==> src/hw/lpsr_regs.svh <==
// constants for the latched parallel-in serial-out shift register
// assumes inclusion from the package and design modules by bare name
`ifndef LPSR_REGS_SVH
`define LPSR_REGS_SVH
`define LPSR_WIDTH        8
`define LPSR_FIFO_DEPTH   8
`define LPSR_SR_RESET     8'h00
`define LPSR_LATCH_RESET  8'h00
`define LPSR_LAST_BIT     7
`endif

==> src/hw/lpsr_pkg.sv <==
// types for the latched parallel-in serial-out shift register
// assumes lpsr_regs.svh is on the include path
`include "lpsr_regs.svh"
package lpsr_pkg;
    typedef logic [`LPSR_WIDTH-1:0] lpsr_byte_t;
    // synchronised pin levels
    typedef struct packed {
        logic latch_clk;
        logic shift_clk;
        logic mode;
        logic reset_n;
        logic serial;
    } lpsr_pins_t;
    // main state
    typedef struct packed {
        lpsr_pins_t s1;
        lpsr_pins_t s2;
        lpsr_pins_t prev;
        lpsr_byte_t par1;
        lpsr_byte_t par2;
        lpsr_byte_t latch;
        lpsr_byte_t sreg;
        logic       pend;
        logic       ser_out;
        logic       stall;
    } lpsr_state_t;
    // fifo state
    typedef struct packed {
        logic [3:0] wr;
        logic [3:0] rd;
    } lpsr_fifo_t;
endpackage

==> src/hw/lpsr_fifo.sv <==
// small synchronous fifo between the parallel pins and the latch
// assumes one clock and a synchronous active-high reset
`timescale 1ns/10ps
`default_nettype none
module lpsr_fifo #(
    parameter int WIDTH = 8,
    parameter int DEPTH = 8
) (
    input  wire logic             sys_clk_in,
    input  wire logic             rst_in,
    input  wire logic             in_valid_in,
    output logic                  in_ready_out,
    input  wire logic [WIDTH-1:0] in_data_in,
    output logic                  out_valid_out,
    input  wire logic             out_ready_in,
    output logic      [WIDTH-1:0] out_data_out
);
    localparam int AW = $clog2(DEPTH);
    logic [WIDTH-1:0] mem [DEPTH];
    logic [AW:0]      wr_q, wr_d, rd_q, rd_d;
    logic             full, empty;

    ////////////////////////////////////////////////////////////////////////
    // extra pointer bit tells full from empty
    assign full          = (wr_q[AW] != rd_q[AW]) && (wr_q[AW-1:0] == rd_q[AW-1:0]);
    assign empty         = (wr_q == rd_q);
    assign in_ready_out  = !full;
    assign out_valid_out = !empty;
    assign out_data_out  = mem[rd_q[AW-1:0]];

    always_comb begin
        wr_d = wr_q;
        rd_d = rd_q;
        if (in_valid_in && !full) begin
            wr_d = wr_q + 1'b1;
        end
        if (out_ready_in && !empty) begin
            rd_d = rd_q + 1'b1;
        end
    end

    always_ff @(posedge sys_clk_in) begin
        if (in_valid_in && !full) begin
            mem[wr_q[AW-1:0]] <= in_data_in;
        end
        if (rst_in) begin
            wr_q <= '0;
            rd_q <= '0;
        end else begin
            wr_q <= wr_d;
            rd_q <= rd_d;
        end
    end
endmodule
`default_nettype wire

==> src/hw/lpsr_top.sv <==
// latched parallel-in serial-out shift register, sampled pin model
// assumes all pins asynchronous to sys_clk_in, which is much faster
// Functional notes
// - latch clock rising edge captures the eight parallel inputs; held until next edge
// - mode high: shift clock rising edge moves serial input into first stage
// - mode low: serial input is ignored by every shift clock edge
// - mode high puts the shift register in serial shifting mode
// - mode low loads latch into shift register and blocks shifting
// - reset low clears all shift stages to zero without waiting for clocks
// - reset leaves the latch alone; latch still captures during reset
// - each shift edge moves every stage to the next; last feeds the output
// - serial output always shows the last stage
// - reset high, mode low: latch passes to shift register, last bit out
// - mode low: latch clock edge loads latch and shift register together
`timescale 1ns/10ps
`default_nettype none
`include "lpsr_regs.svh"
module lpsr_top (
    input  wire logic                  sys_clk_in,
    input  wire logic                  rst_in,
    input  wire logic [`LPSR_WIDTH-1:0] par_data_in,
    input  wire logic                  serial_in,
    input  wire logic                  latch_clk_in,
    input  wire logic                  shift_clk_in,
    input  wire logic                  shift_mode_in,
    input  wire logic                  sr_reset_n_in,
    output logic                       serial_out,
    output logic                       capture_stall_out
);
    lpsr_pkg::lpsr_state_t st_q, st_d;
    lpsr_pkg::lpsr_pins_t  pins;
    logic                  fifo_ready, fifo_valid, pop;
    lpsr_pkg::lpsr_byte_t  fifo_data;

    // shift one place toward the output, new bit into stage 0
    function automatic lpsr_pkg::lpsr_byte_t shift_in(lpsr_pkg::lpsr_byte_t v, logic b);
        shift_in = {v[`LPSR_WIDTH-2:0], b};
    endfunction

    ////////////////////////////////////////////////////////////////////////
    // pin bundle feeding the two-flop synchroniser
    assign pins = '{latch_clk: latch_clk_in, shift_clk: shift_clk_in,
                    mode: shift_mode_in, reset_n: sr_reset_n_in, serial: serial_in};

    // captured bytes queue here so a late latch update never loses a word
    lpsr_fifo #(
        .WIDTH (`LPSR_WIDTH),
        .DEPTH (`LPSR_FIFO_DEPTH)
    ) u_fifo (
        .sys_clk_in    (sys_clk_in),
        .rst_in        (rst_in),
        .in_valid_in   (st_q.pend),
        .in_ready_out  (fifo_ready),
        .in_data_in    (st_q.par2),
        .out_valid_out (fifo_valid),
        .out_ready_in  (pop),
        .out_data_out  (fifo_data)
    );
    assign pop = fifo_valid;

    ////////////////////////////////////////////////////////////////////////
    // next state; only s2 and prev are looked at, never s1
    always_comb begin
        st_d         = st_q;
        st_d.s1      = pins;
        st_d.s2      = st_q.s1;
        st_d.par1    = par_data_in;
        st_d.par2    = st_q.par1;
        st_d.prev    = st_q.s2;
        if (st_q.pend && fifo_ready) begin
            st_d.pend = 1'b0;
        end
        // latch edge queued even while the shift reset is low
        if (st_q.s2.latch_clk && !st_q.prev.latch_clk) begin
            st_d.pend = 1'b1;
        end
        // freeze the word seen with the edge until the queue takes it, so data
        // that moves right after the latch edge is never captured instead
        if (st_d.pend) begin
            st_d.par2 = st_q.par2;
        end
        if (pop) begin
            st_d.latch = fifo_data;
        end
        if (!st_q.s2.reset_n) begin
            st_d.sreg = `LPSR_SR_RESET;
        end else if (!st_q.s2.mode) begin
            // transparent load follows latch, including a fresh capture
            st_d.sreg = pop ? fifo_data : st_q.latch;
        end else if (st_q.s2.shift_clk && !st_q.prev.shift_clk) begin
            st_d.sreg = shift_in(st_q.sreg, st_q.s2.serial);
        end
        st_d.ser_out = st_d.sreg[`LPSR_LAST_BIT];
        st_d.stall   = st_d.pend && !fifo_ready;
    end

    // reset gives a known image; the latch is only cleared by system reset
    always_ff @(posedge sys_clk_in) begin
        if (rst_in) begin
            st_q       <= '0;
            st_q.latch <= `LPSR_LATCH_RESET;
            st_q.sreg  <= `LPSR_SR_RESET;
        end else begin
            st_q <= st_d;
        end
    end

    assign serial_out        = st_q.ser_out;
    assign capture_stall_out = st_q.stall;
endmodule
`default_nettype wire

==> config.mk <==
export PLATFORM = sky130hd
export DESIGN_NAME = lpsr_top
export DESIGN_NICKNAME = d
export VERILOG_FILES = /design/src/hw/lpsr_pkg.sv /design/src/hw/lpsr_fifo.sv /design/src/hw/lpsr_top.sv
export VERILOG_INCLUDE_DIRS = /design/src /design/src/hw
export SDC_FILE = /design/constraint.sdc
export NUM_CORES = 1
export LEC_CHECK = 0
export BUFFER_PORTS_ARGS = -buffer_cell sky130_fd_sc_hd__buf_2
export CORE_ASPECT_RATIO = 2
export CORE_MARGIN = 2
export CORE_UTILIZATION = 63
export DETAILED_ROUTE_END_ITERATION = 12
export HOLD_SLACK_MARGIN = 0.1
export PLACE_DENSITY = 0.85
export SLEW_MARGIN = 20
export SYNTH_ARGS = -nofsm -noshare
export SYNTH_HDL_FRONTEND = slang
export SYNTH_HIERARCHICAL = 1
export SYNTH_SLANG_ARGS = --single-unit
==> constraint.sdc <==
create_clock -name sys_clk_in -period 6.5 [get_ports sys_clk_in]
set_input_delay 0.975 -clock sys_clk_in [delete_from_list [all_inputs] [get_ports sys_clk_in]]
set_output_delay 0.975 -clock sys_clk_in [all_outputs]
set_load 0.02 [all_outputs]
Word level (Yosys, flattened, before mapping). Memories as Yosys holds them, arrays and structs flattened. A register that Yosys moved wholly into a read port is not among the register bits. Index checks and enable logic that the tools add are counted.

Logic and storage cells: 47. Memory bits (writable): 64. Input port bits: 15. Output and inout port bits: 2. Register bits: 54. Memories kept: 1.

$add $sub $neg: 2. Reduce and logical (&&, ||, !) cells: 9. Bitwise operators: 1. Equal/unequal tests: 4. Mux-type cells: 9.

Memory list: u_fifo.mem (depth 8, width 8, rd ports 1, clocked after Yosys merged registers in 1, wr ports 1, RTL line lpsr_fifo.sv:19) `logic [WIDTH-1:0] mem [DEPTH];`.

Operators with widths (number): 8-bit 2-to-1 mux (3); 4-bit by 1-bit adder with 4-bit output (second input constant) (2); 3-bit 2-to-1 mux (2); 1-bit logical AND (5); 4-bit equality test (1); 1-bit 2-to-1 mux (4); 3-bit equality test (1); 1-bit logical NOT (3); 2-bit by 1-bit inequality test with 1-bit output (second input constant) (1); 2-bit OR reduction (1); 1-bit inequality test (1); 1-bit inverter (1).

Longest topological paths before layout. Gate-level depths: netlist of run 1.

Word-level depth: 7. Gate-level depth with buffers: 8.

Modules after synthesis. Netlist of run 1, hierarchy kept.

Modules (own cells, without submodules): lpsr_fifo (times used 1, cells an instance 178, area an instance 3175.5 µm²); lpsr_top (times used 1, cells an instance 158, area an instance 1601.5 µm²).

Least setup slack after synthesis of run 1. Ideal clock, no wire load.

Path type: register to register. Start point: reg u_fifo.wr_q[0]. End point: mem u_fifo.mem[3][0] (enable). Path buffers: 1. Arrival: 1.876 ns. Required time: 6.102 ns. Clock period less this slack: 2.273 ns. Setup slack: 4.227 ns. Cell stages (with the launch flop): 5. Path through: dfxtp_1 > buf_2 > xor2_1 > nor4_4 > nor4b_1.

Cells in the longest elaborated chain, start to end: 6.

RTL lines: start: declaration (RTL line lpsr_fifo.sv:20) `logic [AW:0] wr_q, wr_d, rd_q, rd_d;`; start signal: assignment (RTL line lpsr_fifo.sv:50) `wr_q <= wr_d;`; 3-bit equality test (RTL line lpsr_fifo.sv:25) `assign full = (wr_q[AW] != rd_q[AW]) && (wr_q[AW-1:0] == rd_q[AW-1:0]);`; 1-bit logical AND (RTL line lpsr_fifo.sv:25); 1-bit logical NOT (RTL line lpsr_fifo.sv:43) `if (in_valid_in && !full) begin`; 1-bit logical AND (RTL line lpsr_fifo.sv:43); 1-bit 2-to-1 mux (RTL line lpsr_fifo.sv:43); 1-bit 2-to-1 mux (implied by the code) (RTL line lpsr_fifo.sv:44) `mem[wr_q[AW-1:0]] <= in_data_in;`; end: declaration (RTL line lpsr_fifo.sv:19).

Several ways; a longest one is shown, not always the timed one.

Final worst setup path of run 1.
Start point: reg u_fifo.wr_q[2]. End point: reg u_fifo.rd_q[2].

Cells in the longest elaborated chain, start to end: 1.

RTL lines: 4-bit equality test (RTL line lpsr_fifo.sv:26) `assign empty = (wr_q == rd_q);`; end signal: assignment (RTL line lpsr_fifo.sv:51) `rd_q <= rd_d;`; end: declaration (RTL line lpsr_fifo.sv:20).

Every way passes these cells. A chain may end at the register's enable or synchronous reset.

==> impl_metrics.py, run 1 <==
metrics = {
    "critical_path": {
        "r2r_end": "u_fifo/rd_q[2]",
        "cp-end-kind": "flop",
        "slowest_delay_ns": 0.59,
        "arrival_ns": 2.86,
        "crit_required_ns": 6.80,
        "cpMaxStageDelayCell": "dfxtp_1",
        "critPathLaunchType": "flop",
        "critical-path-top-delay-family": "simple AND/OR/NAND/NOR gates",
        "crit_fanout": 12,
        "crit_chain": "xor2_1 > nor3_1 > nand2_1 > nand2_1 > a41oi_1 > mux2_2",
        "rr_startpoint": "u_fifo/wr_q[2]",
        "r2r_setup_slack_ns": 3.94,
        "r2r_cells": 6,
        "path_buf_inv": 0,
        "crit_path_frequent_cell": "nand2_1",
        "critical_path_class": "flop to flop",
    },
    "timing": {
        "slew_violations": 0,
        "setup_viol": 0,
        "finalHoldViolCount": 0,
        "fmax_mhz": 390,
        "post-route-min-period_ns": 2.56,
        "finalCritPeriodShare_pct": 39.4,
        "layout_setup_ws_ns": 3.94,
        "rsz0062_at_grt": "false",
        "fin_skew_ns": 0.00754,
        "finalSetupTns_ns": 0,
        "maxSlewHeadroom_pct": 37.9,
        "tightest_slew_ns": 0.931,
    },
    "cts": {
        "numCtsBuffers": 17,
        "cts_tree": "done",
        "cts_sinks": 121,
        "path_clk_slew_ns": 0.05,
        "ctsResizeCount": 0,
        "post-cts-setup-buffers": 0,
        "cts_root_buf": "clkbuf_16",
        "hold_buffers": 0,
        "clk_latency_ns": 0.41,
        "cts_buffer_depth": 2,
        "cts_htree_levels": 4,
    },
    "cells_and_area": {
        "stdcell_count": 463,
        "antenna_cells": 0,
        "areaGrowthSynthToFinish_pct": 14.5,
        "final_nets": 373,
        "final_layout_size_suffix_gt1_share_pct": 23.0,
    },
    "worst_hold_path": {
        "min_path_type": "flop to flop",
        "min-delay-start": "st_d[43]",
        "worstHoldEndpoint": "st_d[38]",
        "hold_depth": 1,
    },
    "place": {
        "place_ws_ns": 3.94,
        "gp_congestion": 0.768,
        "dp.cells": 431,
        "portBuffers": 16,
        "hpwlAfterDp_um": 5790,
    },
    "logic_synthesis": {
        "synth_cell_types": 40,
        "ys_top_cells_by_count": "64 x edfxtp_1, 57 x dfxtp_1, 27 x nor2b_1, 20 x nand2_1, 16 x mux4_2",
        "ys_seq_area_share_pct": 64.1,
        "yosys_warnings": 6,
        "synth_area_leaders": "edfxtp_1 40%, dfxtp_1 24%, mux4_2 7.5%",
        "synthFlopType": "edfxtp_1",
        "synthCells": 336,
        "yosys_register_bits": 121,
        "yosys.area.top_type": "edfxtp_1",
        "synth.most_common_cell": "edfxtp_1",
        "async_flop_share_pct": 0,
        "synth.avg_cell_area_um2": 14.2,
        "synth_area_um2": 4780,
        "synth_top_area_share_pct": 40.2,
        "synth_enable_flop_cells": 64,
        "syn-num-nets": 353,
    },
    "route": {
        "wl_met3_um": 454,
        "wl_um": 9460,
        "wire_per_inst_um": 20.4,
        "drt_iter0_markers": 311,
        "top_layer": "met4",
        "wl_met2_um": 5370,
        "vias_per_cell": 5.95,
        "first_pass_iters": 4,
        "drcViolationCount": 0,
        "ant_nets": 0,
        "dr_total_vias": 2754,
        "wl_met1_um": 3360,
    },
    "power_and_ir_drop": {
        "powerDensity_nw_per_um2": 342,
        "peakVddDrop_v": 0.000305,
        "p_leak_nw": 1.92,
    },
    "job": {
        "drv_cap": 0,
    },
    "die": {
        "die_w_um": 65.6,
        "start_util_pct": 63.8,
        "coreArea_um2": 7490,
        "die_y_um": 127,
        "io_pins": 17,
        "die_area_um2": 8340,
        "rows": 45,
    },
    "grt": {
        "grtUsageTotal_pct": 26.7,
        "grt-ovfl-total": 0,
        "antenna_found_initial": 0,
        "grt_pass1_vias": 2891,
        "grt_max_degree": 59,
        "grt_pass1_wl_um": 15400,
    },
    "status": {
        "status": "finished, final reports clean",
    },
}
-- sequential cells by signal, indices dropped and copies added (netlist names), named ones only --
signal,flops
u_fifo/mem,64
st_d,10
u_fifo/wr_q,4
u_fifo/rd_q,4
capture_stall_out,1
st_q,35
-- logic make-up (layout without fill, tap and decap cells) --
family | after synthesis | after routing | share of synthesized area (%)
adder cells (fa/ha/maj) | 2 | 2 | 0.524
AND/OR/NAND/NOR | 99 | 99 | 12.3
buffers and inverters | 25 | 58 | 2.78
multiplexers | 43 | 43 | 13.6
AO/OA/AOI/OAI | 38 | 38 | 5.08
XOR/XNOR | 8 | 8 | 1.62
flip-flops | 121 | 121 | 64.1
-- how the worst max path moves through the flow --
stage,startpoint,to,depth (start not counted)
2_1_floorplan,u_fifo/wr_q[0],u_fifo/mem[3][0],4
3_3_place_gp,flop,st_q[8],5
3_5_place_dp,flop,st_q[8],5
4_1_cts,flop,st_q[8],5
5_1_grt,u_fifo/wr_q[2],u_fifo/rd_q[2],6
6_report,u_fifo/wr_q[2],u_fifo/rd_q[2],6
-- where the power goes --
group          leakage (nW)  switching [mW]  internal (mW)
clock network         0.280           0.309          0.576
logic                 0.581          0.0672         0.0601
registers              1.06          0.0257          0.831
total                  1.92           0.402           1.47
-- layout make-up --
type / count / area (µm²)
flip-flops and latches: 121 / 3060
repair buffers: 23 / 133
well taps: 94 / 118
inverters: 3 / 11.3
clock buffers: 22 / 464
multi-input cells: 190 / 1580
clock inverters: 10 / 100
fillers: 443 / 2020
-- through the flow --
stage | power (mW) | hold slack (ns) | area, µm² | util (%)
final | 1.87 | 0.443 | 5470 | 73.1
after global routing | 1.93 | 0.459 | 5470 | 73.1
after CTS | 1.88 | 0.440 | 5470 | 73.0
after detailed placement | 0.995 | 0.421 | 4910 | 65.5
after global placement | 0.986 | 0.426 | 4910 | 65.5
after floorplan | 0.969 | 0.414 | 4780 | -
-- layout by cell type, fill, tap and decap left out, types with 6 or more instances in the layout --
cell type,instances
edfxtp_1,64
dfxtp_1,56
nor2b_1,27
nand2_1,20
clkbuf_16,17
buf_2,16
mux4_2,16
nor2_1,15
mux2i_1,13
mux2_2,12
a21o_1,8
a31oi_1,8
o21ai_0,8
a21oi_1,8
buf_4,7
nand2b_1,6
-- per-layer routing --
layer	up-vias	GRT usage (%)
li1	1282	-
met1	1350	29.7
met2	96	46.0
met3	26	8.71
met4	0	11.4
met5	-	0
(Power assumes the default switching activity.)
==> inputs of run 2 (changes only) <==
--- a/config.mk
+++ b/config.mk
@@ -9,10 +9,10 @@
 export BUFFER_PORTS_ARGS = -buffer_cell sky130_fd_sc_hd__buf_2
 export CORE_ASPECT_RATIO = 2
 export CORE_MARGIN = 2
-export CORE_UTILIZATION = 63
+export CORE_UTILIZATION = 55
 export DETAILED_ROUTE_END_ITERATION = 12
 export HOLD_SLACK_MARGIN = 0.1
-export PLACE_DENSITY = 0.85
+export PLACE_DENSITY = 0.79
 export SLEW_MARGIN = 20
 export SYNTH_ARGS = -nofsm -noshare
 export SYNTH_HDL_FRONTEND = slang
==> constraint.sdc (replaced) <==
create_clock -name sys_clk_in -period 2.1 [get_ports sys_clk_in]
set_input_delay 0.315 -clock sys_clk_in [delete_from_list [all_inputs] [get_ports sys_clk_in]]
set_output_delay 0.315 -clock sys_clk_in [all_outputs]
set_load 0.02 [all_outputs]
==> run 2 against run 1 <==
- total power grew to 3.2 times the previous value
- via count is 0.69% higher
- non-clock buffer count is 15 higher
- sequential power grew to 3.1 times the previous value
- cell area is 3.2% higher
- core utilization is 6.9 points lower
- flip-flop and latch count stayed put
- cell count is 4.5% higher
- clock skew is 0.0012 ns lower
- fmax is 24% higher
- hold slack worse by 0.33 ns
- register-to-register slack worse by 3.9 ns
==> impl_metrics.py, run 2 (same netlist as run 1, synthesis figures left out) <==
metrics = {
    "status": {
        "status": "finished, final reports clean",
    },
    "critical_path": {
        "crit_path_frequent_cell": "buf_4",
        "critPathLaunchType": "flop",
        "cp-end-kind": "flop",
        "crit_fanout": 8,
        "crit_required_ns": 2.21,
        "slowest_delay_ns": 0.45,
        "crit_chain": "xnor2_1 > nor4_4 > buf_4 > nor4b_1 > buf_4",
        "path_buf_inv": 2,
        "r2r_setup_slack_ns": 0.04,
        "cpMaxStageDelayCell": "nor4b_1",
        "critical-path-top-delay-family": "simple AND/OR/NAND/NOR gates",
        "arrival_ns": 2.17,
        "critical_path_class": "flop to flop",
    },
    "timing": {
        "maxSlewHeadroom_pct": 44.5,
        "finalSetupTns_ns": 0,
        "tightest_slew_ns": 0.830,
        "setup_viol": 0,
        "slew_violations": 0,
        "finalCritPeriodShare_pct": 98.0,
        "fin_skew_ns": 0.00632,
        "post-route-min-period_ns": 2.06,
        "rsz0062_at_grt": "false",
        "finalHoldViolCount": 0,
        "fmax_mhz": 486,
        "holdWs_ns": 0.115,
    },
    "die": {
        "coreArea_um2": 8530,
        "die_y_um": 136,
        "die_area_um2": 9490,
        "rows": 48,
        "start_util_pct": 56.0,
        "io_pins": 17,
        "die_w_um": 69.9,
    },
    "cts": {
        "cts_sinks": 121,
        "cts_buffer_depth": 2,
        "numCtsBuffers": 17,
        "cts_root_buf": "clkbuf_16",
        "hold_buffers": 0,
        "cts_tree": "done",
        "cts_htree_levels": 4,
        "path_clk_slew_ns": 0.05,
        "post-cts-setup-buffers": 0,
        "clk_latency_ns": 0.41,
    },
    "route": {
        "dr_total_vias": 2773,
        "drt_iter0_markers": 151,
        "wire_per_inst_um": 19.3,
        "first_pass_iters": 4,
        "ant_nets": 0,
        "drcViolationCount": 0,
        "wl_um": 9350,
        "vias_per_cell": 5.73,
    },
    "cells_and_area": {
        "final_common_cell": "edfxtp_1",
        "final_cell_mix": "64 x edfxtp_1, 57 x dfxtp_1, 27 x nor2b_1",
        "final_nets": 388,
        "antenna_cells": 0,
        "largest_reg_flops": 64,
        "stdcell_count": 484,
        "areaGrowthSynthToFinish_pct": 18.2,
        "final_layout_size_suffix_gt1_share_pct": 27.1,
        "postLayoutCoreUtil_pct": 66.2,
        "final_cell_area_um2": 5650,
    },
    "grt": {
        "antenna_found_initial": 0,
        "grtUsageTotal_pct": 21.4,
        "grt_pass1_wl_um": 14800,
        "grt-ovfl-total": 0,
        "grt_max_degree": 28,
        "grt_pass1_vias": 2904,
    },
    "power_and_ir_drop": {
        "sw_frac_of_total_pct": 22.8,
        "p_clk_share_pct": 47.4,
        "switchingPower_mw": 1.36,
        "p_seq_share_pct": 43.9,
        "p_leak_nw": 2.00,
        "p_comb_share_pct": 8.7,
        "peakVddDrop_v": 0.000785,
        "powerDensity_nw_per_um2": 1060,
        "p_int_mw": 4.61,
    },
    "worst_hold_path": {
        "min_path_type": "input port to flop",
    },
    "place": {
        "place_area_um2": 5050,
        "gp_congestion": 0.828,
        "dp.cells": 452,
        "hpwlAfterDp_um": 6030,
        "portBuffers": 16,
    },
    "job": {
        "drv_cap": 0,
    },
}
## run 2: cell count changes in the layout (fill, tap and decap cells not counted), sizes merged
cell / before / now
buf: 23 / 38
clkbuf: 22 / 19
clkinv: 8 / 5
clkinvlp: 0 / 3
inv: 3 / 6
## run 2: final cells by class
cell class                 count  area (µm²)
tap                          100         125
timing repair buffer          38         270
multi-input combinational    190        1590
sequential                   121        3060
clock buffer                  19         443
clock inverter                13         144
inverter                       3        11.3
fill                         586        2880
## run 2: stage by stage
step / worst slack [ns] / total power, mW
global placement: 0.192 / 3.17
floorplan: -0.173 / 3.00
finish: 0.0412 / 5.97
CTS: 0.0193 / 6.01
detailed placement: 0.109 / 3.18
global route: 0.0122 / 6.13
## run 2: per-layer routing
metal	global-route usage, %	up-vias	share of wire, %
met5	0	-	0
met4	12.3	0	3.4
met3	5.95	24	3.2
met2	40.3	66	58
met1	20.1	1375	35
li1	-	1308	-
## run 2: final timing paths
check / start / to / cells after the start
max: u_fifo/rd_q[3] / u_fifo/mem[5][5] / 5
min: sr_reset_n_in / st_d[41] / 2
max reg2reg: u_fifo/rd_q[3] / u_fifo/mem[5][5] / 5
min reg2reg: st_d[43] / st_d[38] / 1
## run 2: what timing repair did
action,in CTS,in global routing
setup endpoints to repair,0,10
hold endpoints to repair,0,0
resized for setup,0,1
## run 2: power by group through the flow
stage	clock, mW	combinational (mW)	sequential [mW]
after global routing	2.95	0.556	2.63
after detailed placement	0	0.514	2.67
after floorplan	0	0.349	2.65
final	2.83	0.518	2.62
after global placement	0	0.502	2.66
after CTS	2.87	0.520	2.62
## run 2: worst register-to-register path: cells and delay by family, from the launching register on
kind	cells	cell delay, ns
buffers and inverters	2	0.46
and+or+nand+nor	2	0.55
xor gates and xnor gates	1	0.37
DFF	1	0.37
==> inputs of run 3 (changes only) <==
--- a/config.mk
+++ b/config.mk
@@ -6,6 +6,7 @@
 export SDC_FILE = /design/constraint.sdc
 export NUM_CORES = 1
 export LEC_CHECK = 0
+export ABC_AREA = 1
 export BUFFER_PORTS_ARGS = -buffer_cell sky130_fd_sc_hd__buf_2
 export CORE_ASPECT_RATIO = 2
 export CORE_MARGIN = 2
==> run 3 against run 2 <==
- clock power grew 5%
- flip-flop and latch count is the same
- die area grew 1.0%
==> impl_metrics.py, run 3 <==
metrics = {
    "status": {
        "status": "finished, final reports clean",
    },
    "cts": {
        "cts_htree_levels": 4,
        "cts_sinks": 121,
        "cts_root_buf": "clkbuf_16",
        "post-cts-setup-buffers": 0,
        "numCtsBuffers": 17,
        "path_clk_slew_ns": 0.05,
        "clk_latency_ns": 0.41,
        "cts_buffer_depth": 2,
        "cts_tree": "done",
    },
    "place": {
        "portBuffers": 16,
        "hpwlAfterDp_um": 6890,
        "gp_congestion": 0.870,
    },
    "logic_synthesis": {
        "ys_top_cells_by_count": "113 x nor2_1, 92 x nand2_1, 64 x edfxtp_1, 57 x dfxtp_1",
        "yosys_register_bits": 121,
        "synthCells": 515,
        "syn-num-nets": 532,
        "synth_enable_flop_cells": 64,
        "yosys_warnings": 6,
        "synth_top_area_share_pct": 39.8,
        "synth_cell_types": 30,
        "synthFlopType": "edfxtp_1",
        "async_flop_share_pct": 0,
        "synth_area_um2": 4830,
        "synth.avg_cell_area_um2": 9.38,
        "synth.most_common_cell": "nor2_1",
        "yosys.area.top_type": "edfxtp_1",
        "synth_area_leaders": "edfxtp_1 40%, dfxtp_1 24%, nor2_1 8.8%",
        "ys_seq_area_share_pct": 63.4,
    },
    "timing": {
        "slew_violations": 0,
        "fmax_mhz": 525,
        "fin_skew_ns": 0.00622,
        "rsz0062_at_grt": "false",
        "setup_viol": 0,
        "post-route-min-period_ns": 1.90,
        "finalHoldViolCount": 0,
        "maxSlewHeadroom_pct": 65.8,
        "finalSetupTns_ns": 0,
        "tightest_slew_ns": 0.508,
        "finalCritPeriodShare_pct": 90.7,
    },
    "route": {
        "dr_total_vias": 3543,
        "drcViolationCount": 0,
        "vias_per_cell": 5.35,
        "wire_per_inst_um": 15.6,
        "first_pass_iters": 4,
        "ant_nets": 0,
        "drt_iter0_markers": 214,
        "wl_um": 10400,
    },
    "grt": {
        "grtUsageTotal_pct": 23.5,
        "grt-ovfl-total": 0,
        "grt_pass1_wl_um": 16700,
        "grt_pass1_vias": 3615,
        "grt_max_degree": 33,
        "antenna_found_initial": 0,
    },
    "power_and_ir_drop": {
        "peakVddDrop_v": 0.000942,
        "powerDensity_nw_per_um2": 1030,
        "p_leak_nw": 2.35,
        "finalPower_mw": 5.84,
    },
    "die": {
        "rows": 48,
        "die_y_um": 137,
        "die_area_um2": 9590,
        "coreArea_um2": 8590,
        "io_pins": 17,
        "start_util_pct": 56.2,
        "die_w_um": 70.3,
    },
    "critical_path": {
        "slowest_delay_ns": 0.46,
        "critical_path_class": "flop to flop",
        "r2r_cells": 13,
        "crit_path_frequent_cell": "nand2_1",
        "crit_fanout": 18,
        "cpMaxStageDelayCell": "dfxtp_1",
        "critical-path-top-delay-family": "simple AND/OR/NAND/NOR gates",
        "crit_required_ns": 2.45,
        "r2r_setup_slack_ns": 0.20,
        "cp-end-kind": "flop",
        "r2r_end": "st_q[8]",
        "arrival_ns": 2.25,
        "critPathLaunchType": "flop",
        "path_buf_inv": 2,
        "crit_chain": "buf_4 > nor2_1 > nor2_1 > o21ai_0 > o21ai_0 > nand2_1 > nand2_1 > inv_1 > nand2_1 > o21ai_0 > nand2_1 > nand2_1 > nor2_1",
    },
    "cells_and_area": {
        "final_nets": 566,
        "areaGrowthSynthToFinish_pct": 17.9,
        "postLayoutCoreUtil_pct": 66.3,
        "antenna_cells": 0,
        "final_common_cell": "nor2_1",
        "largest_reg_flops": 64,
        "final_cell_mix": "113 x nor2_1, 92 x nand2_1, 64 x edfxtp_1",
        "final_layout_size_suffix_gt1_share_pct": 15.3,
    },
    "job": {
        "drv_cap": 0,
    },
    "worst_hold_path": {
        "hold_depth": 3,
        "worstHoldEndpoint": "st_d[44]",
        "min_path_type": "input port to flop",
        "min-delay-start": "latch_clk_in",
    },
}
## run 3: cell type report
cell class | count | area (µm²)
Clock buffer | 18 | 429
Clock inverter | 14 | 180
Fill cell | 611 | 2890
Inverter | 57 | 214
Multi-Input combinational cell | 320 | 1460
Sequential cell | 121 | 3060
Tap cell | 100 | 125
Timing Repair Buffer | 32 | 220
## run 3: how the worst max path moves through the flow
stage / from / end / slack (ns) / cells after the start
after CTS: u_fifo/wr_q[0] / st_q[26] / 0.19 / 9
after detailed placement: flop / st_q[8] / 0.25 / 13
final: flop / st_q[8] / 0.20 / 13
after floorplan: u_fifo/wr_q[0] / u_fifo/mem[0][0] / 0.44 / 7
after global placement: flop / st_q[8] / 0.31 / 13
after global routing: flop / st_q[8] / 0.05 / 13
## run 3: what timing repair did
action | in CTS | in global routing
resized for setup | 0 | 1
endpoints found under the hold margin | 4 | 0
hold buffers | 3 | 0
setup endpoints to repair | 0 | 1
## run 3: logic make-up (layout without fill, tap and decap cells)
family                     after synthesis  after routing  synth area share [%]
DFF                                    121            121                  63.4
adders and majority gates                2              2                 0.518
and+or+nand+nor                        241            241                  21.1
AOI/OAI and AO/OA                       77             77                  8.53
buffers and inverters                   74            121                  6.45
## run 3: where the power goes
part,total (mW),internal (mW),switching [mW]
combinational,0.285,0.0932,0.191
clock,2.96,1.97,0.991
sequential,2.60,2.55,0.0517
## run 3: tightest hold or removal path, cell delays in order
cell and delay [ns]:
buf_2 0.07, inv_1 0.03, nor2_1 0.06
## run 3: stage by stage
| stage | area (µm²) | setup WS (ns) | std cells | hold slack [ns] |
|---|---|---|---|---|
| floorplan | 4830 | 0.443 | 515 | 0.388 |
| global placement | 5050 | 0.310 | 627 | 0.393 |
| detailed placement | 5050 | 0.247 | 627 | 0.398 |
| CTS | 5690 | 0.194 | 662 | 0.101 |
| global route | 5690 | 0.0455 | 662 | 0.101 |
| finish | 5690 | 0.195 | 662 | 0.114 |
## run 3: per-layer routing
| layer | wire length, µm | up-vias | global-route usage, % |
|---|---|---|---|
| li1 | - | 1732 | - |
| met1 | 3440 | 1676 | 21.5 |
| met2 | 6000 | 104 | 44.5 |
| met3 | 426 | 31 | 6.19 |
| met4 | 482 | 0 | 14.6 |
| met5 | 0 | - | 0 |
